**config.mk**
```make
export PLATFORM = sky130hd
export DESIGN_NAME = pbs_sequencer
export DESIGN_NICKNAME = d
export VERILOG_FILES = /design/src/pbs_pkg.sv /design/src/pbs_time_if.sv /design/src/pbs_sequencer.sv /design/src/pbs_timers.sv
export SDC_FILE = /design/constraint.sdc
export NUM_CORES = 1
export LEC_CHECK = 0
export ABC_CLOCK_PERIOD_IN_PS = 2050
export BUFFER_PORTS_ARGS = -buffer_cell sky130_fd_sc_hd__clkbuf_2
export CAP_MARGIN = 20
export CORE_UTILIZATION = 40
export CTS_CLUSTER_SIZE = 28
export DETAILED_ROUTE_END_ITERATION = 10
export MAX_ROUTING_LAYER = met4
export PLACE_DENSITY_LB_ADDON = 0.12
export REMOVE_ABC_BUFFERS = 1
export SYNTH_ARGS = -nofsm -noshare
export SYNTH_HDL_FRONTEND = slang
export SYNTH_SLANG_ARGS = --single-unit
export TNS_END_PERCENT = 30
```
**constraint.sdc**
```tcl
create_clock -name clk -period 2.05 [get_ports clk]
set_input_delay 0.41 -clock clk [delete_from_list [all_inputs] [get_ports clk]]
set_output_delay 0.41 -clock clk [all_outputs]
set_load 0.01 [all_outputs]
```
**src/pbs_pkg.sv**
```systemverilog
// pbs_pkg: constants and types for the push-button power-up sequencer.
// assumes a 10 MHz clk; all analog results arrive as synchronous levels.
package pbs_pkg;

    // ********************************
    // timebase
    // ********************************
    localparam int unsigned CLK_HZ = 10000000;
    localparam int unsigned RESET_PERIOD_MS = 260;
    localparam int unsigned TICK_MS = 1;
    // one millisecond tick from the divider
    localparam int unsigned TICK_CYCLES = CLK_HZ / 1000 * TICK_MS;
    localparam int unsigned RESET_TICKS = RESET_PERIOD_MS / TICK_MS;
    localparam int TICK_W = 14;
    localparam int RST_W = 9;

    // ********************************
    // sequence variants and states
    // ********************************
    typedef enum logic [2:0] {
        PBS_VAR_A,
        PBS_VAR_B,
        PBS_VAR_C,
        PBS_VAR_D,
        PBS_VAR_E
    } pbs_variant_t;

    typedef enum logic [2:0] {
        PBS_IDLE,
        PBS_RAMP,
        PBS_RESET,
        PBS_WAIT_WIN,
        PBS_HANDOFF,
        PBS_RUN
    } pbs_state_t;

    // rail vector bit positions
    localparam int RAIL_B1 = 0;
    localparam int RAIL_B2 = 1;
    localparam int RAIL_B3 = 2;
    localparam int RAIL_L1 = 3;
    localparam int RAIL_L2 = 4;
    localparam int NRAIL = 5;

    localparam logic [4:0] RAILS_OFF = 5'h00;
    localparam logic [2:0] VARIANT_RST = 3'h1;

endpackage

```
**src/pbs_time_if.sv**
```systemverilog
// pbs_time_if: timebase signals shared by the sequencer and its timers.
// assumes one clock domain; the divider drives tick, the sequencer drives rst_start, the timer drives rst_done.
`timescale 1ns/100ps
interface pbs_time_if;
    logic tick;
    logic rst_start;
    logic rst_done;
    modport timer (input tick, input rst_start, output rst_done);
    modport div (output tick);
    modport seq (input tick, output rst_start, input rst_done);
endinterface

```
**src/pbs_sequencer.sv**
```systemverilog
// pbs_sequencer: top of the push-button power-up sequencer.
// assumes power-good, window, button and charger levels are synchronous.
`timescale 1ns/100ps
module pbs_sequencer
    import pbs_pkg::*;
#(
    parameter int unsigned TICK_DIV = TICK_CYCLES,
    parameter int unsigned RESET_MS = RESET_TICKS
) (
    // clock and reset
    input wire logic clk,
    input wire logic resetn,
    // factory variant strap
    input wire logic [2:0] variant_strap,
    // start sources
    input wire logic push_button_n,
    input wire logic push_button_hard_n,
    input wire logic charger_input,
    // processor enable inputs
    input wire logic rail_enable_in_1,
    input wire logic rail_enable_in_2,
    input wire logic rail_enable_in_3,
    // analog results
    input wire logic first_rail_good,
    input wire logic first_rail_output_in_window,
    // software rail enable bits
    input wire logic buck_first_enable_bit,
    input wire logic buck_second_enable_bit,
    input wire logic buck_third_enable_bit,
    input wire logic ldo_first_enable_bit,
    input wire logic ldo_second_enable_bit,
    // rail enables
    output logic buck_rail_first,
    output logic buck_rail_second,
    output logic buck_rail_third,
    output logic ldo_rail_first,
    output logic ldo_rail_second,
    // processor reset, open drain
    output logic processor_reset_out_n_o,
    output logic processor_reset_out_n_oe,
    // status
    output logic powered_up,
    output logic [2:0] seq_state
);

    // ********************************
    // state
    // ********************************
    // start_rst is not held here: the timer wants it on the same edge
    typedef struct packed {
        pbs_state_t st;
        pbs_variant_t var_sel;
        logic strap_taken;
        logic [NRAIL-1:0] rails;
        logic rst_asserted;
        logic hard_hold;
        logic by_charger;
    } pbs_seq_t;

    pbs_seq_t s_q, s_d;
    pbs_time_if tb ();

    logic any_en;
    logic soft_press;
    logic hard_press;
    logic [NRAIL-1:0] sw_bits;
    // timer restart request, combinational so the period begins at the
    // very edge that raises reset, not one cycle later
    logic start_rst;

    // a zero-length period would free reset before the rails settle
    if (RESET_MS < 1) begin : g_bad_reset_ms
        $error("pbs_sequencer: RESET_MS must be >= 1");
    end

    // the divider cannot serve a zero or over-wide division
    if (TICK_DIV < 1 || TICK_DIV > (1 << TICK_W)) begin : g_bad_tick_div
        $error("pbs_sequencer: TICK_DIV out of range");
    end

    pbs_tick_div #(
        .DIV(TICK_DIV)
    ) u_div (
        .clk(clk),
        .resetn(resetn),
        .tb(tb)
    );

    pbs_reset_timer #(
        .TICKS(RESET_MS)
    ) u_rtimer (
        .clk(clk),
        .resetn(resetn),
        .tb(tb)
    );

    // ********************************
    // input decode
    // ********************************
    // a hard press also counts as a press, so it can start from idle
    assign any_en = rail_enable_in_1 | rail_enable_in_2 | rail_enable_in_3;
    assign hard_press = !push_button_hard_n;
    assign soft_press = !push_button_n || hard_press;
    assign sw_bits = {ldo_second_enable_bit, ldo_first_enable_bit,
                      buck_third_enable_bit, buck_second_enable_bit,
                      buck_first_enable_bit};
    assign tb.rst_start = start_rst;

    // rails that turn on at first-rail power-good, per variant
    // variant B ldos are cleared later, so they stay off until run
    function automatic logic [NRAIL-1:0] pg_rails(pbs_variant_t v);
        logic [NRAIL-1:0] r;
        r = '0;
        r[RAIL_B1] = 1'b1;
        unique case (v)
            PBS_VAR_A: begin
                r[RAIL_L1] = 1'b1;
                r[RAIL_L2] = 1'b1;
            end
            PBS_VAR_B: begin
                r[RAIL_B2] = 1'b1;
                r[RAIL_B3] = 1'b1;
            end
            PBS_VAR_C, PBS_VAR_E: begin
                r = '1;
            end
            PBS_VAR_D: begin
                r[RAIL_B2] = 1'b1;
                r[RAIL_L1] = 1'b1;
                r[RAIL_L2] = 1'b1;
            end
            default: r = r;
        endcase
        return r;
    endfunction

    // ********************************
    // sequencing
    // ********************************
    // flow: idle -> ramp on a start source; ramp -> reset at first-rail
    // good, with the variant's rails; reset -> handoff when the period
    // ends (outside variant D only with the first rail in window), else
    // wait-window; handoff -> run on any enable input; run -> idle when
    // all enables drop. releasing the start source before run aborts.
    // one process holds the whole flow; the strap is caught once, after
    // reset release, so a floating strap during reset cannot leak in
    always_comb begin
        s_d = s_q;
        start_rst = 1'b0;
        if (!s_q.strap_taken) begin
            s_d.strap_taken = 1'b1;
            s_d.var_sel = pbs_variant_t'(variant_strap);
        end
        unique case (s_q.st)
            PBS_IDLE: begin
                // all off while idle; a stale timer end is harmless here
                s_d.rails = RAILS_OFF;
                s_d.rst_asserted = 1'b0;
                s_d.by_charger = 1'b0;
                if (s_q.strap_taken && soft_press) begin
                    s_d.st = PBS_RAMP;
                    s_d.rails[RAIL_B1] = 1'b1;
                end else if (s_q.strap_taken && charger_input
                             && s_q.var_sel == PBS_VAR_E) begin
                    s_d.st = PBS_RAMP;
                    s_d.by_charger = 1'b1;
                    s_d.rails[RAIL_B1] = 1'b1;
                end
            end
            PBS_RAMP: begin
                if (first_rail_good) begin
                    s_d.rails = pg_rails(s_q.var_sel);
                    s_d.rst_asserted = 1'b1;
                    // the timer restarts on this same edge
                    start_rst = 1'b1;
                    s_d.st = PBS_RESET;
                end
            end
            PBS_RESET, PBS_WAIT_WIN: begin
                if (tb.rst_done || s_q.st == PBS_WAIT_WIN) begin
                    if (s_q.var_sel == PBS_VAR_D
                        || first_rail_output_in_window) begin
                        s_d.rst_asserted = 1'b0;
                        s_d.st = PBS_HANDOFF;
                    end else begin
                        // out of window: reset stays down until it is in
                        s_d.st = PBS_WAIT_WIN;
                    end
                end
            end
            PBS_HANDOFF: begin
                // the processor claims the rails; the button may now go
                if (any_en) begin
                    s_d.st = PBS_RUN;
                    if (s_q.var_sel == PBS_VAR_D) begin
                        s_d.rails[RAIL_B3] = 1'b1;
                    end
                end
            end
            PBS_RUN: begin
                // software owns the rails it may switch; the rest hold
                unique case (s_q.var_sel)
                    PBS_VAR_D: s_d.rails = sw_bits;
                    PBS_VAR_B, PBS_VAR_C, PBS_VAR_E, PBS_VAR_A: begin
                        s_d.rails[RAIL_L1] = ldo_first_enable_bit;
                        s_d.rails[RAIL_L2] = ldo_second_enable_bit;
                    end
                    default: s_d.rails = s_d.rails;
                endcase
                if (!any_en) begin
                    s_d.st = PBS_IDLE;
                    s_d.rails = RAILS_OFF;
                end
            end
            default: s_d.st = PBS_IDLE;
        endcase
        // a period started by a hard release ends outside the reset
        // states; without this the reset line would stay down in run
        if (tb.rst_done && !(s_q.st inside {PBS_RESET, PBS_WAIT_WIN})) begin
            s_d.rst_asserted = 1'b0;
        end
        // hard press: immediate reset, re-armed period on release; it sits
        // after the flow so a period end cannot free reset while held
        if (hard_press && s_q.st != PBS_IDLE) begin
            s_d.rst_asserted = 1'b1;
            s_d.hard_hold = 1'b1;
        end else if (s_q.hard_hold) begin
            s_d.hard_hold = 1'b0;
            start_rst = 1'b1;
        end
        // early release of the start source before run aborts startup
        if (s_q.st inside {PBS_RAMP, PBS_RESET, PBS_WAIT_WIN, PBS_HANDOFF}
            && !(s_q.st == PBS_HANDOFF && any_en)) begin
            if ((!s_q.by_charger && !soft_press)
                || (s_q.by_charger && !charger_input)) begin
                s_d.st = PBS_IDLE;
                s_d.rails = RAILS_OFF;
                s_d.rst_asserted = 1'b0;
                s_d.hard_hold = 1'b0;
                // a timer left running here ends harmlessly in idle
                start_rst = 1'b0;
            end
        end
        // variant B ldos stay off until software sets their enable bits
        // in run; earlier stages must not power them by variant rails
        if (s_q.var_sel == PBS_VAR_B && s_d.st != PBS_RUN) begin
            s_d.rails[RAIL_L1] = 1'b0;
            s_d.rails[RAIL_L2] = 1'b0;
        end
    end

    always_ff @(posedge clk or negedge resetn) begin
        if (!resetn) begin
            s_q <= '{st: PBS_IDLE, var_sel: pbs_variant_t'(VARIANT_RST),
                     strap_taken: 1'b0, rails: RAILS_OFF,
                     rst_asserted: 1'b0, hard_hold: 1'b0,
                     by_charger: 1'b0};
        end else begin
            s_q <= s_d;
        end
    end

    // ********************************
    // outputs
    // ********************************
    // rail enables come straight from flops, so no glitch reaches a rail
    assign buck_rail_first = s_q.rails[RAIL_B1];
    assign buck_rail_second = s_q.rails[RAIL_B2];
    assign buck_rail_third = s_q.rails[RAIL_B3];
    assign ldo_rail_first = s_q.rails[RAIL_L1];
    assign ldo_rail_second = s_q.rails[RAIL_L2];
    // open drain: only ever pulls low
    assign processor_reset_out_n_o = 1'b0;
    assign processor_reset_out_n_oe = s_q.rst_asserted;
    // status for the processor side
    assign powered_up = (s_q.st == PBS_RUN);
    assign seq_state = s_q.st;

endmodule

```
**src/pbs_timers.sv**
```systemverilog
// pbs_timers: millisecond divider and reset-period counter.
// assumes rst_start is high for one cycle per reset period request.
`timescale 1ns/100ps
module pbs_tick_div
    import pbs_pkg::*;
#(
    parameter int unsigned DIV = TICK_CYCLES
) (
    // clock and reset
    input wire logic clk,
    input wire logic resetn,
    // timebase
    pbs_time_if.div tb
);
    typedef struct packed {
        logic [TICK_W-1:0] cnt;
        logic tick;
    } pbs_div_t;

    pbs_div_t s_q, s_d;

    // the counter cannot hold a division beyond its width
    if (DIV < 1 || DIV > (1 << TICK_W)) begin : g_bad_div
        $error("pbs_tick_div: bad DIV");
    end

    // free-running divider, one-cycle tick per period
    always_comb begin
        s_d = s_q;
        s_d.tick = 1'b0;
        if (s_q.cnt == TICK_W'(DIV - 1)) begin
            s_d.cnt = '0;
            s_d.tick = 1'b1;
        end else begin
            s_d.cnt = s_q.cnt + 1'b1;
        end
    end

    always_ff @(posedge clk or negedge resetn) begin
        if (!resetn) begin
            s_q <= '0;
        end else begin
            s_q <= s_d;
        end
    end

    assign tb.tick = s_q.tick;
endmodule

module pbs_reset_timer
    import pbs_pkg::*;
#(
    parameter int unsigned TICKS = RESET_TICKS
) (
    // clock and reset
    input wire logic clk,
    input wire logic resetn,
    // timebase
    pbs_time_if.timer tb
);
    typedef struct packed {
        logic [RST_W-1:0] cnt;
        logic run;
        logic done;
    } pbs_rt_t;

    pbs_rt_t s_q, s_d;

    // the count must reach TICKS itself, so TICKS must fit the counter
    if (TICKS < 1 || TICKS >= (1 << RST_W)) begin : g_bad_ticks
        $error("pbs_reset_timer: bad TICKS");
    end

    // counts ticks; restart wins over a running count. the free divider
    // may tick right after a start, so one extra tick is counted: the
    // period is never short, and at most one tick longer
    always_comb begin
        s_d = s_q;
        s_d.done = 1'b0;
        if (tb.rst_start) begin
            s_d.cnt = '0;
            s_d.run = 1'b1;
        end else if (s_q.run && tb.tick) begin
            if (s_q.cnt == RST_W'(TICKS)) begin
                s_d.run = 1'b0;
                s_d.done = 1'b1;
            end else begin
                s_d.cnt = s_q.cnt + 1'b1;
            end
        end
    end

    always_ff @(posedge clk or negedge resetn) begin
        if (!resetn) begin
            s_q <= '0;
        end else begin
            s_q <= s_d;
        end
    end

    assign tb.rst_done = s_q.done;
endmodule
```
==> impl_table.tex, run 1 <==
\begin{tabular}{lr}
\hline
Metric & Value \\
\hline
\multicolumn{2}{l}{\textbf{Status}} \\
\quad Result of the run & finished, final reports clean \\
\multicolumn{2}{l}{\textbf{Routing}} \\
\quad DRC errors left & 0 \\
\quad Final wirelength & 4970 um \\
\quad Wire length per cell & 14.1 um \\
\quad Number of search-and-repair iterations in the first detailed-routing pass & 4 \\
\quad Total via count in the routed design & 1896 \\
\quad Residual antenna-violating net count after detailed routing & 0 \\
\quad DRT iter0 DRCs & 114 \\
\quad Post-detailed-route via-to-cell ratio & 5.40 \\
\multicolumn{2}{l}{\textbf{Synth}} \\
\quad Post-Synthesis Cell Area & 2370 um2 \\
\quad Top flip-flop cell by instance count after synthesis & sky130\_fd\_sc\_hd\_\_dfrtp\_1 \\
\quad Synth Register Bits & 41 \\
\quad Biggest area consumer among synthesized cells & sky130\_fd\_sc\_hd\_\_dfrtp\_1 \\
\quad Sequential share of the synthesized area & 0.433 \\
\quad Top cells by area in the synthesized netlist & sky130\_fd\_sc\_hd\_\_dfrtp\_1 (42\%), sky130\_fd\_sc\_hd\_\_xnor2\_1 (5.5\%), sky130\_fd\_sc\_hd\_\_nor2\_1 (5.2\%), sky130\_fd\_sc\_hd\_\_nor3\_1 (2.3\%), sky130\_fd\_sc\_hd\_\_nand2\_1 (2.2\%) \\
\quad Post-synthesis area per instance & 9.34 um2 \\
\quad Synth unique cells & 57 \\
\quad Asr flop ratio synth & 1.00 \\
\quad Post-Syn Instances & 254 \\
\quad Portion of synthesized cell area occupied by the leading cell type & 0.422 \\
\quad EDFF count, synth & 0 \\
\quad Synthesis warning total & 0 \\
\multicolumn{2}{l}{\textbf{Floorplanning}} \\
\quad Std-Cell Core Area & 5610 um2 \\
\quad Count of pins on the block boundary & 29 \\
\quad Initial Util & 0.423 \\
\quad Number of rows created at floorplan & 27 \\
\quad Floorplan die width & 79.0 um \\
\quad Die footprint & 6240 um2 \\
\quad Die Ht & 79.0 um \\
\multicolumn{2}{l}{\textbf{Critical path}} \\
\quad Sort of element at the end of the critical path & register \\
\quad Worst EP arrival & 2.00 ns \\
\quad Endpoint required time on the critical path & 2.21 ns \\
\quad Startpoint Class & register \\
\quad Highest fanout seen on the critical path & 16 \\
\quad Category of the most critical setup path & reg -> reg \\
\multicolumn{2}{l}{\textbf{Place}} \\
\quad Count of input and output buffers & 27 \\
\quad Pre-CTS setup slack & 0.222 ns \\
\quad Half-perimeter wire length of the detailed placement result & 3660 um \\
\quad Total placed instance area & 2550 um2 \\
\quad Placer congestion estimate & 0.835 \\
\multicolumn{2}{l}{\textbf{Global routing}} \\
\quad Vias in the first global route & 1732 \\
\quad Combined global-route utilization of all metal layers & 0.179 \\
\quad Number of antenna violations at the first check in global routing & 0 \\
\quad Maximum number of pins on one net before global-route repair & 25 \\
\quad Wire length of the first global-routing pass & 8390 um \\
\quad GRT Residual Overflow & 0 \\
\multicolumn{2}{l}{\textbf{CTS}} \\
\quad CTS tree & built \\
\quad Clock tree buffer depth & 2 \\
\quad Post-CTS Setup Inserts & 0 \\
\quad CTS Hold Bufs & 0 \\
\quad Total number of clock tree sinks & 41 \\
\quad Post-CTS sizing & 0 \\
\quad H-Tree Level Count & 2 \\
\quad Clock root buffer & sky130\_fd\_sc\_hd\_\_clkbuf\_8 \\
\quad Number of buffers added by the clock tree synthesis step & 5 \\
\quad Clock input transition at the sequential cells of the worst setup and hold paths & 0.08 ns \\
\quad Clock latency of the later-clocked register in the worst-skew pair & 0.29 ns \\
\multicolumn{2}{l}{\textbf{STA}} \\
\quad RSZ-0062 raised after global routing & no \\
\quad Number of hold violations in the final report & 0 \\
\quad Period utilization & 0.902 \\
\quad Worst path setup slack after routing & 0.202 ns \\
\quad Shortest period the worst path allows & 1.85 ns \\
\quad Slew at the pin with the worst max-slew slack & 0.536 ns \\
\quad Highest attainable clock frequency & 541 MHz \\
\quad Final setup viols & 0 \\
\quad Worst clock skew on the final layout & 0.00513 ns \\
\quad Slew Limit Headroom & 0.642 \\
\quad Number of pins with negative max-slew slack in the final report & 0 \\
\quad Post-Route Setup TNS & 0 ns \\
\multicolumn{2}{l}{\textbf{Power and ir drop}} \\
\quad Power per standard cell area & 960 nW/um2 \\
\quad Post-route total power & 2550 uW \\
\quad Cell leakage power & 0.00115 uW \\
\quad Worst vdd ir & 394 uV \\
\multicolumn{2}{l}{\textbf{Cells and area}} \\
\quad Fraction of layout cells with a size suffix above 1 & 0.190 \\
\quad Finished layout cell area & 2660 um2 \\
\quad Number of nets in the layout & 300 \\
\quad P\&R area growth vs syn & 12.1\% \\
\quad Diodes inserted & 0 \\
\multicolumn{2}{l}{\textbf{Run}} \\
\quad Number of max-capacitance violations reported & 0 \\
\multicolumn{2}{l}{\textbf{Hold path}} \\
\quad Worst hold path type & in -> async \\
\hline
\end{tabular}
[where the power goes]
group	internal (uW)	switching, uW
combinational	398	492
clock	354	272
sequential	900	137
total	1650	901
[final cells by class]
cell class,instances,area (um2)
Tap cell,72,90.1
Clock buffer,5,68.8
Clock inverter,2,35.0
Multi-Input combinational cell,185,1200
Sequential cell,41,1030
Fill cell,568,2950
Timing Repair Buffer,33,193
Inverter,13,48.8
[state kept, by name, summed over array words and instances, names as in the netlist]
name                      flops
ldo_rail_second               1
u_div.tb.tick                 1
ldo_rail_first                1
seq_state                     3
u_div.s_q                    14
buck_rail_third               1
u_rtimer.tb.rst_done          1
u_rtimer.s_q                 10
processor_reset_out_n_oe      1
buck_rail_first               1
buck_rail_second              1
s_q                           6
[metal layers]
layer / share of wire / global-route usage / up-vias / routed length, um
met5: 0 / - / - / 0
met4: 0.0062 / 0.0564 / 0 / 31
met3: 0.053 / 0.0345 / 5 / 261
met2: 0.45 / 0.272 / 54 / 2220
met1: 0.49 / 0.240 / 886 / 2450
li1: - / - / 951 / -
[path summary, 6_finish.rpt]
| check | startpoint | end | slack (ns) | cells after the start |
|---|---|---|---|---|
| min in group clk | variant_strap[0] | s_q[9] | 0.35 | 2 |
| hold reg to reg | u_div.s_q[1] | u_div.s_q[1] | 0.48 | 1 |
| max in group asynchronous | resetn | s_q[9] | 1.39 | 2 |
| setup reg to reg | seq_state[0] | processor_reset_out_n_oe | 0.20 | 4 |
| hold / removal | resetn | ldo_rail_first | 0.08 | 1 |
| setup / recovery | seq_state[0] | processor_reset_out_n_oe | 0.20 | 4 |
[cells by family after synthesis]
group           after synthesis  synth area share
compound gates               46             0.142
xor+xnor                     20            0.0738
fa+ha+maj                     3            0.0158
buf+inv                      28            0.0628
flops                        41             0.433
mux                           7            0.0311
other cells                   2           0.00317
simple gates                107             0.238
[critical path: stages, from the launching register on]
cell and delay [ns]:
sky130_fd_sc_hd__dfrtp_1 0.54, sky130_fd_sc_hd__or3b_1 0.45, sky130_fd_sc_hd__o21a_1 0.23, sky130_fd_sc_hd__nor2_1 0.37
sky130_fd_sc_hd__nor3_1 0.12
[cell usage after synthesis, drive strengths merged, types with 2 or more instances]
cell type / count
dfrtp: 40
nor2: 33
xnor2: 15
nand2: 14
buf: 13
inv: 13
nor3: 12
nand3: 9
o21ai: 8
nand4: 7
nor4: 7
a21oi: 6
xor2: 5
mux2i: 4
nor2b: 4
o211ai: 4
a211oi: 3
ha: 3
mux2: 3
nand3b: 3
o21a: 3
or3: 3
or3b: 3
a21o: 2
a22oi: 2
a31oi: 2
and3: 2
and3b: 2
clkbuf: 2
conb: 2
o2111ai: 2
o221a: 2
o22ai: 2
[through the flow]
stage                     utilization  std cells  hold WS [ns]
final                           0.474        351        0.0795
after global routing            0.474        351         0.101
after CTS                       0.474        351        0.0813
after detailed placement        0.456        344         0.407
after global placement          0.456        344         0.407
after floorplan                     -        239         0.114
[placed cells by master, fill, tap and decap left out, types with 9 or more instances in the layout]
cell type / count
sky130_fd_sc_hd__nand2_1: 14
sky130_fd_sc_hd__dfrtp_1: 40
sky130_fd_sc_hd__inv_1: 13
sky130_fd_sc_hd__nand3_1: 9
sky130_fd_sc_hd__clkbuf_2: 27
sky130_fd_sc_hd__nor2_1: 33
sky130_fd_sc_hd__xnor2_1: 15
sky130_fd_sc_hd__nor3_1: 11
No activity file was read; power rests on OpenSTA's default activity.
==> inputs of run 2 (changes only) <==
--- a/config.mk
+++ b/config.mk
@@ -9,11 +9,10 @@
 export BUFFER_PORTS_ARGS = -buffer_cell sky130_fd_sc_hd__clkbuf_2
 export CAP_MARGIN = 20
 export CORE_UTILIZATION = 40
-export CTS_CLUSTER_SIZE = 28
+export CTS_CLUSTER_SIZE = 25
 export DETAILED_ROUTE_END_ITERATION = 10
 export MAX_ROUTING_LAYER = met4
-export PLACE_DENSITY_LB_ADDON = 0.12
-export REMOVE_ABC_BUFFERS = 1
+export PLACE_DENSITY = 0.64
 export SYNTH_ARGS = -nofsm -noshare
 export SYNTH_HDL_FRONTEND = slang
 export SYNTH_SLANG_ARGS = --single-unit
==> impl_table.tex, run 2 (synthesized netlist as in run 1, its figures left out) <==
\begin{tabular}{lr}
\hline
Metric & Value \\
\hline
\multicolumn{2}{l}{\textbf{Place}} \\
\quad Total placed instance area & 2590 um2 (was 2550 um2) \\
\quad Half-perimeter wire length of the detailed placement result & 3590 um (was 3660 um) \\
\quad Pre-CTS setup slack & 0.305 ns (was 0.222 ns) \\
\quad Placer congestion estimate & 0.853 (was 0.835) \\
\quad Count of input and output buffers & 27 (unchanged) \\
\multicolumn{2}{l}{\textbf{Floorplanning}} \\
\quad Std-Cell Core Area & 5610 um2 (unchanged) \\
\quad Number of rows created at floorplan & 27 (unchanged) \\
\quad Initial Util & 0.423 (unchanged) \\
\quad Count of pins on the block boundary & 29 (unchanged) \\
\quad Die footprint & 6240 um2 (unchanged) \\
\quad Floorplan die width & 79.0 um (unchanged) \\
\quad Die Ht & 79.0 um (unchanged) \\
\multicolumn{2}{l}{\textbf{CTS}} \\
\quad H-Tree Level Count & 2 (unchanged) \\
\quad Number of buffers added by the clock tree synthesis step & 5 (unchanged) \\
\quad Clock latency of the later-clocked register in the worst-skew pair & 0.29 ns (about the same) \\
\quad Clock root buffer & sky130\_fd\_sc\_hd\_\_clkbuf\_8 (unchanged) \\
\quad Post-CTS sizing & 0 (unchanged) \\
\quad Total number of clock tree sinks & 41 (unchanged) \\
\quad Clock tree buffer depth & 2 (unchanged) \\
\quad CTS Hold Bufs & 0 (unchanged) \\
\quad Post-CTS Setup Inserts & 0 (unchanged) \\
\quad Clock input transition at the sequential cells of the worst setup and hold paths & 0.08 ns (about the same) \\
\quad CTS tree & built (unchanged) \\
\multicolumn{2}{l}{\textbf{STA}} \\
\quad Number of hold violations in the final report & 0 (unchanged) \\
\quad Post-Route Setup TNS & 0 ns (unchanged) \\
\quad Worst clock skew on the final layout & 0.00854 ns (was 0.00513 ns) \\
\quad RSZ-0062 raised after global routing & no (unchanged) \\
\quad Slew at the pin with the worst max-slew slack & 0.546 ns (was 0.536 ns) \\
\quad Slew Limit Headroom & 0.636 (was 0.642) \\
\quad Highest attainable clock frequency & 540 MHz (was 541 MHz) \\
\quad Number of pins with negative max-slew slack in the final report & 0 (unchanged) \\
\quad Shortest period the worst path allows & 1.85 ns (about the same) \\
\quad Worst path setup slack after routing & 0.199 ns (was 0.202 ns) \\
\quad Period utilization & 0.903 (was 0.902) \\
\quad Final setup viols & 0 (unchanged) \\
\multicolumn{2}{l}{\textbf{Global routing}} \\
\quad Number of antenna violations at the first check in global routing & 0 (unchanged) \\
\quad Maximum number of pins on one net before global-route repair & 22 (was 25) \\
\quad Vias in the first global route & 1770 (was 1732) \\
\quad GRT Residual Overflow & 0 (unchanged) \\
\quad Wire length of the first global-routing pass & 8180 um (was 8390 um) \\
\quad Combined global-route utilization of all metal layers & 0.174 (was 0.179) \\
\multicolumn{2}{l}{\textbf{Cells and area}} \\
\quad Largest registers ranked by flip-flop count & u\_div.s\_q (14), u\_rtimer.s\_q (10), s\_q (6) (unchanged) \\
\quad Diodes inserted & 0 (unchanged) \\
\quad Register containing the most flip-flops in the final layout & u\_div.s\_q (unchanged) \\
\quad Number of nets in the layout & 305 (was 300) \\
\quad Fraction of layout cells with a size suffix above 1 & 0.204 (was 0.190) \\
\quad Most common cell after layout, fill and taps aside & sky130\_fd\_sc\_hd\_\_dfrtp\_1 (unchanged) \\
\quad Commonest cells after routing, fill and taps aside & sky130\_fd\_sc\_hd\_\_dfrtp\_1 (40), sky130\_fd\_sc\_hd\_\_nor2\_1 (33), sky130\_fd\_sc\_hd\_\_clkbuf\_2 (27) (unchanged) \\
\quad Finished layout cell area & 2700 um2 (was 2660 um2) \\
\quad Largest register FFs & 14 (unchanged) \\
\quad P\&R area growth vs syn & 14.0\% (was 12.1\%) \\
\multicolumn{2}{l}{\textbf{Routing}} \\
\quad Residual antenna-violating net count after detailed routing & 0 (unchanged) \\
\quad DRT iter0 DRCs & 112 (was 114) \\
\quad Number of search-and-repair iterations in the first detailed-routing pass & 4 (unchanged) \\
\quad Total via count in the routed design & 1925 (was 1896) \\
\quad Wire length per cell & 13.4 um (was 14.1 um) \\
\quad Final wirelength & 4790 um (was 4970 um) \\
\quad DRC errors left & 0 (unchanged) \\
\quad Post-detailed-route via-to-cell ratio & 5.39 (was 5.40) \\
\multicolumn{2}{l}{\textbf{Critical path}} \\
\quad Endpoint required time on the critical path & 2.21 ns (about the same) \\
\quad Startpoint Class & register (unchanged) \\
\quad Category of the most critical setup path & reg -> reg (unchanged) \\
\quad Worst EP arrival & 2.01 ns (was 2.00 ns) \\
\quad Sort of element at the end of the critical path & register (unchanged) \\
\quad Highest fanout seen on the critical path & 12 (was 16) \\
\multicolumn{2}{l}{\textbf{Synth}} \\
\quad Number of nets produced by synthesis & 275 \\
\multicolumn{2}{l}{\textbf{Power and ir drop}} \\
\quad Cell leakage power & 0.00118 uW (was 0.00115 uW) \\
\quad Worst vdd ir & 429 uV (was 394 uV) \\
\quad Power per standard cell area & 966 nW/um2 (was 960 nW/um2) \\
\multicolumn{2}{l}{\textbf{Run}} \\
\quad Number of max-capacitance violations reported & 0 (unchanged) \\
\multicolumn{2}{l}{\textbf{Hold path}} \\
\quad Worst hold path type & in -> async (unchanged) \\
\multicolumn{2}{l}{\textbf{Status}} \\
\quad Result of the run & finished, final reports clean (unchanged) \\
\hline
\end{tabular}
-- run 2: changes by cell type in the layout (fill, tap and decap cells not counted) --
cell / before / now
sky130_fd_sc_hd__clkinv_2: 1 / 0
sky130_fd_sc_hd__clkinv_4: 0 / 1
sky130_fd_sc_hd__clkbuf_1: 0 / 1
sky130_fd_sc_hd__buf_4: 5 / 10
-- run 2: metal layers --
layer  global-route usage  routed length [um]
met5                    -                   0
met4               0.0600                  64
met3               0.0345                 232
met2                0.272                2160
met1                0.224                2340
-- run 2: worst paths after layout --
kind / startpoint / slack [ns] / cells after the start / to
worst max-delay path: seq_state[1] / 0.20 / 4 / ldo_rail_first
worst min-delay path: resetn / 0.09 / 1 / ldo_rail_first
worst max register to register: seq_state[1] / 0.20 / 4 / ldo_rail_first
worst min register to register: u_div.s_q[1] / 0.49 / 1 / u_div.s_q[1]
max in group asynchronous: resetn / 1.45 / 2 / s_q[1]
min in group clk: variant_strap[1] / 0.34 / 2 / s_q[10]
-- run 2: per-stage QoR --
step                      utilization  hold WS [ns]  power, uW  cells
after floorplan                     -         0.114       1710    254
after global placement          0.462         0.416       1960    349
after detailed placement        0.462         0.427       1970    349
after CTS                       0.482         0.103       2610    357
after global routing            0.482         0.135       2760    357
final                           0.482        0.0869       2610    357
-- run 2: cell type report --
| class | instances | area [um2] |
|---|---|---|
| clock inverter | 2 | 38.8 |
| fill | 540 | 2900 |
| inverter | 13 | 48.8 |
| sequential | 41 | 1030 |
| clock buffer | 6 | 72.6 |
| multi-input combinational | 185 | 1200 |
| timing repair buffer | 38 | 230 |
| tap | 72 | 90.1 |
-- run 2: power breakdown --
part	leakage (uW)	switching [uW]	internal (uW)	total [uW]
Sequential	0.000534	136	900	1040
Clock	0.0000554	283	366	648
Combinational	0.000592	497	429	926
-- run 2: worst max-delay path: stages, from the launching register on --
cell	delay, ns
sky130_fd_sc_hd__dfrtp_1	0.50
sky130_fd_sc_hd__and2b_1	0.31
sky130_fd_sc_hd__nand3_1	0.19
sky130_fd_sc_hd__o221a_2	0.33
sky130_fd_sc_hd__nor4_1	0.40
==> inputs of run 3 (changes only) <==
--- a/config.mk
+++ b/config.mk
@@ -15,5 +15,6 @@
 export PLACE_DENSITY = 0.64
 export SYNTH_ARGS = -nofsm -noshare
 export SYNTH_HDL_FRONTEND = slang
+export SYNTH_HIERARCHICAL = 1
 export SYNTH_SLANG_ARGS = --single-unit
 export TNS_END_PERCENT = 30
==> impl_table.tex, run 3 <==
\begin{tabular}{lr}
\hline
Metric & Value \\
\hline
\multicolumn{2}{l}{\textbf{STA}} \\
\quad Shortest period the worst path allows & 1.79 ns (was 1.85 ns) \\
\quad Number of hold violations in the final report & 0 (unchanged) \\
\quad Worst path setup slack after routing & 0.261 ns (was 0.199 ns) \\
\quad Highest attainable clock frequency & 559 MHz (was 540 MHz) \\
\quad RSZ-0062 raised after global routing & no (unchanged) \\
\quad Worst hold margin & 0.166 ns (was 0.0869 ns) \\
\quad Final setup viols & 0 (unchanged) \\
\quad Slew at the pin with the worst max-slew slack & 0.516 ns (was 0.546 ns) \\
\quad Number of pins with negative max-slew slack in the final report & 0 (unchanged) \\
\quad Slew Limit Headroom & 0.656 (was 0.636) \\
\quad Worst clock skew on the final layout & 0.00629 ns (was 0.00854 ns) \\
\quad Post-Route Setup TNS & 0 ns (unchanged) \\
\quad Period utilization & 0.873 (was 0.903) \\
\multicolumn{2}{l}{\textbf{Floorplanning}} \\
\quad Initial Util & 0.424 (was 0.423) \\
\quad Number of rows created at floorplan & 27 (unchanged) \\
\quad Die Ht & 79.3 um (was 79.0 um) \\
\quad Count of pins on the block boundary & 29 (unchanged) \\
\quad Floorplan die width & 79.3 um (was 79.0 um) \\
\quad Std-Cell Core Area & 5640 um2 (was 5610 um2) \\
\quad Die footprint & 6290 um2 (was 6240 um2) \\
\multicolumn{2}{l}{\textbf{Cells and area}} \\
\quad Diodes inserted & 0 (unchanged) \\
\quad Commonest cells after routing, fill and taps aside & sky130\_fd\_sc\_hd\_\_dfrtp\_1 (40), sky130\_fd\_sc\_hd\_\_clkbuf\_2 (27), sky130\_fd\_sc\_hd\_\_nor2\_1 (25) (was sky130\_fd\_sc\_hd\_\_dfrtp\_1 (40), sky130\_fd\_sc\_hd\_\_nor2\_1 (33), sky130\_fd\_sc\_hd\_\_clkbuf\_2 (27)) \\
\quad Largest registers ranked by flip-flop count & u\_div/s\_q (14), u\_rtimer/s\_q (10), s\_q (6) (was u\_div.s\_q (14), u\_rtimer.s\_q (10), s\_q (6)) \\
\quad Largest register FFs & 14 (unchanged) \\
\quad Finished layout cell area & 2660 um2 (was 2700 um2) \\
\quad Post-layout utilization of the core & 0.472 (was 0.482) \\
\quad Fraction of layout cells with a size suffix above 1 & 0.211 (was 0.204) \\
\quad Number of nets in the layout & 291 (was 305) \\
\quad Register containing the most flip-flops in the final layout & u\_div/s\_q (was u\_div.s\_q) \\
\quad Most common cell after layout, fill and taps aside & sky130\_fd\_sc\_hd\_\_dfrtp\_1 (unchanged) \\
\quad P\&R area growth vs syn & 11.4\% (was 14.0\%) \\
\multicolumn{2}{l}{\textbf{Place}} \\
\quad Total placed instance area & 2580 um2 (was 2590 um2) \\
\quad Count of input and output buffers & 27 (unchanged) \\
\quad Placer congestion estimate & 0.857 (was 0.853) \\
\quad Half-perimeter wire length of the detailed placement result & 3580 um (was 3590 um) \\
\quad Pre-CTS setup slack & 0.393 ns (was 0.305 ns) \\
\multicolumn{2}{l}{\textbf{Synth}} \\
\quad Synth unique cells & 59 (was 57) \\
\quad Asr flop ratio synth & 1.00 (unchanged) \\
\quad Sequential share of the synthesized area & 0.430 (was 0.433) \\
\quad Post-Synthesis Cell Area & 2390 um2 (was 2370 um2) \\
\quad Biggest area consumer among synthesized cells & sky130\_fd\_sc\_hd\_\_dfrtp\_1 (unchanged) \\
\quad Portion of synthesized cell area occupied by the leading cell type & 0.419 (was 0.422) \\
\quad Top flip-flop cell by instance count after synthesis & sky130\_fd\_sc\_hd\_\_dfrtp\_1 (unchanged) \\
\quad Top cells by area in the synthesized netlist & sky130\_fd\_sc\_hd\_\_dfrtp\_1 (42\%), sky130\_fd\_sc\_hd\_\_xor2\_1 (4.0\%), sky130\_fd\_sc\_hd\_\_nor2\_1 (3.9\%), sky130\_fd\_sc\_hd\_\_xnor2\_1 (2.6\%), sky130\_fd\_sc\_hd\_\_nand2\_1 (2.5\%) (was sky130\_fd\_sc\_hd\_\_dfrtp\_1 (42\%), sky130\_fd\_sc\_hd\_\_xnor2\_1 (5.5\%), sky130\_fd\_sc\_hd\_\_nor2\_1 (5.2\%), sky130\_fd\_sc\_hd\_\_nor3\_1 (2.3\%), sky130\_fd\_sc\_hd\_\_nand2\_1 (2.2\%)) \\
\quad Number of nets produced by synthesis & 264 (was 275) \\
\quad Most instantiated library cell after synthesis & sky130\_fd\_sc\_hd\_\_dfrtp\_1 (unchanged) \\
\quad Synth Register Bits & 41 (unchanged) \\
\quad Post-synth top cells & sky130\_fd\_sc\_hd\_\_dfrtp\_1 (40), sky130\_fd\_sc\_hd\_\_nor2\_1 (25), sky130\_fd\_sc\_hd\_\_nand2\_1 (16) (was sky130\_fd\_sc\_hd\_\_dfrtp\_1 (40), sky130\_fd\_sc\_hd\_\_nor2\_1 (33), sky130\_fd\_sc\_hd\_\_xnor2\_1 (15)) \\
\quad EDFF count, synth & 0 (unchanged) \\
\quad Synthesis warning total & 6 (was 0) \\
\quad Post-synthesis area per instance & 9.88 um2 (was 9.34 um2) \\
\quad Post-Syn Instances & 242 (was 254) \\
\multicolumn{2}{l}{\textbf{CTS}} \\
\quad Clock latency of the later-clocked register in the worst-skew pair & 0.28 ns (was 0.29 ns) \\
\quad CTS Hold Bufs & 0 (unchanged) \\
\quad Post-CTS sizing & 0 (unchanged) \\
\quad Post-CTS Setup Inserts & 0 (unchanged) \\
\quad CTS tree & built (unchanged) \\
\quad Total number of clock tree sinks & 41 (unchanged) \\
\quad Number of buffers added by the clock tree synthesis step & 5 (unchanged) \\
\quad Clock input transition at the sequential cells of the worst setup and hold paths & 0.08 ns (about the same) \\
\quad H-Tree Level Count & 2 (unchanged) \\
\quad Clock root buffer & sky130\_fd\_sc\_hd\_\_clkbuf\_8 (unchanged) \\
\quad Clock tree buffer depth & 2 (unchanged) \\
\multicolumn{2}{l}{\textbf{Critical path}} \\
\quad End of the worst register-to-register path & u\_div/s\_q[10] (was ldo\_rail\_first) \\
\quad Endpoint required time on the critical path & 1.64 ns (was 2.21 ns) \\
\quad Setup slack of the worst register-to-register path & 0.38 ns (was 0.20 ns) \\
\quad Worst R2R Path Depth & 6 (was 4) \\
\quad Endpoint of the worst setup timing path & powered\_up (was ldo\_rail\_first) \\
\quad Category of the most critical setup path & reg -> out (was reg -> reg) \\
\quad RR Startpoint & u\_div/s\_q[1] (was seq\_state[1]) \\
\quad Worst EP arrival & 1.38 ns (was 2.01 ns) \\
\quad Highest fanout seen on the critical path & 12 (unchanged) \\
\quad CP Launch Point & seq\_state[1] (unchanged) \\
\quad Startpoint Class & register (unchanged) \\
\quad Sort of element at the end of the critical path & primary output (was register) \\
\multicolumn{2}{l}{\textbf{Global routing}} \\
\quad Wire length of the first global-routing pass & 8420 um (was 8180 um) \\
\quad Maximum number of pins on one net before global-route repair & 42 (was 22) \\
\quad GRT Residual Overflow & 0 (unchanged) \\
\quad Met3 Use GR & 0.0299 (was 0.0345) \\
\quad GRT Max-Usage Layer & met2 (unchanged) \\
\quad Number of antenna violations at the first check in global routing & 0 (unchanged) \\
\quad Met2 global-route usage & 0.271 (was 0.272) \\
\quad Vias in the first global route & 1733 (was 1770) \\
\quad Global-route met1 utilization & 0.240 (was 0.224) \\
\quad Combined global-route utilization of all metal layers & 0.175 (was 0.174) \\
\multicolumn{2}{l}{\textbf{Run}} \\
\quad Number of max-capacitance violations reported & 0 (unchanged) \\
\multicolumn{2}{l}{\textbf{Routing}} \\
\quad Final wirelength & 4840 um (was 4790 um) \\
\quad Post-detailed-route via-to-cell ratio & 5.45 (was 5.39) \\
\quad Residual antenna-violating net count after detailed routing & 0 (unchanged) \\
\quad Number of search-and-repair iterations in the first detailed-routing pass & 4 (unchanged) \\
\quad DRC errors left & 0 (unchanged) \\
\quad Total via count in the routed design & 1864 (was 1925) \\
\quad DRT iter0 DRCs & 112 (unchanged) \\
\quad Wire length per cell & 14.2 um (was 13.4 um) \\
\multicolumn{2}{l}{\textbf{Status}} \\
\quad Result of the run & finished, final reports clean (unchanged) \\
\multicolumn{2}{l}{\textbf{Power and ir drop}} \\
\quad Worst vdd ir & 481 uV (was 429 uV) \\
\quad Power per standard cell area & 867 nW/um2 (was 966 nW/um2) \\
\quad Cell leakage power & 0.00121 uW (was 0.00118 uW) \\
\multicolumn{2}{l}{\textbf{Hold path}} \\
\quad Worst hold path type & in -> async (unchanged) \\
\hline
\end{tabular}
## run 3: worst min path at each step
stage | end | slack, ns | cells after the start
after floorplan | buck_rail_first | 0.11 | 0
after global placement | u_rtimer/s_q[1] | 0.48 | 1
after detailed placement | u_div/s_q[12] | 0.49 | 1
after CTS | s_q[11] | 0.19 | 2
after global routing | s_q[11] | 0.22 | 2
final | s_q[11] | 0.17 | 2
## run 3: power breakdown
part	total [uW]	switching, uW	internal [uW]
registers	1010	112	897
clock network	517	282	235
logic	782	436	346
total	2310	830	1480
## run 3: layout make-up
type                       count  area [um2]
clock buffer                   5        68.8
clock inverter                 3        17.5
fill                         534        2980
inverter                       9        33.8
multi-input combinational    179        1240
sequential                    41        1030
tap                           72        90.1
timing repair buffer          33         180
## run 3: routing by layer
layer / wire, um / share of wire
met5: 0 / 0
met4: 39 / 0.0081
met3: 242 / 0.050
met2: 2200 / 0.45
met1: 2360 / 0.49
## run 3: stage by stage
step / std cells / total power, uW
finish: 342 / 2310
floorplan: 242 / 1590
global route: 342 / 2450
global placement: 334 / 1800
CTS: 342 / 2330
detailed placement: 334 / 1800
## run 3: cells by family (layout without fill, tap and decap cells)
group           count (synthesis)  after routing  synth area share
fa+ha+maj                       4              4            0.0209
compound gates                 52             52             0.166
simple gates                   95             95             0.229
xor+xnor                       18             18            0.0659
other cells                     2              2           0.00314
flops                          41             41             0.430
mux                             8              8            0.0356
buf+inv                        22             50            0.0497
## run 3: critical path: stages, from the launching register on
cell,delay [ns]
sky130_fd_sc_hd__dfrtp_1,0.52
sky130_fd_sc_hd__and3b_1,0.40
sky130_fd_sc_hd__clkbuf_2,0.18
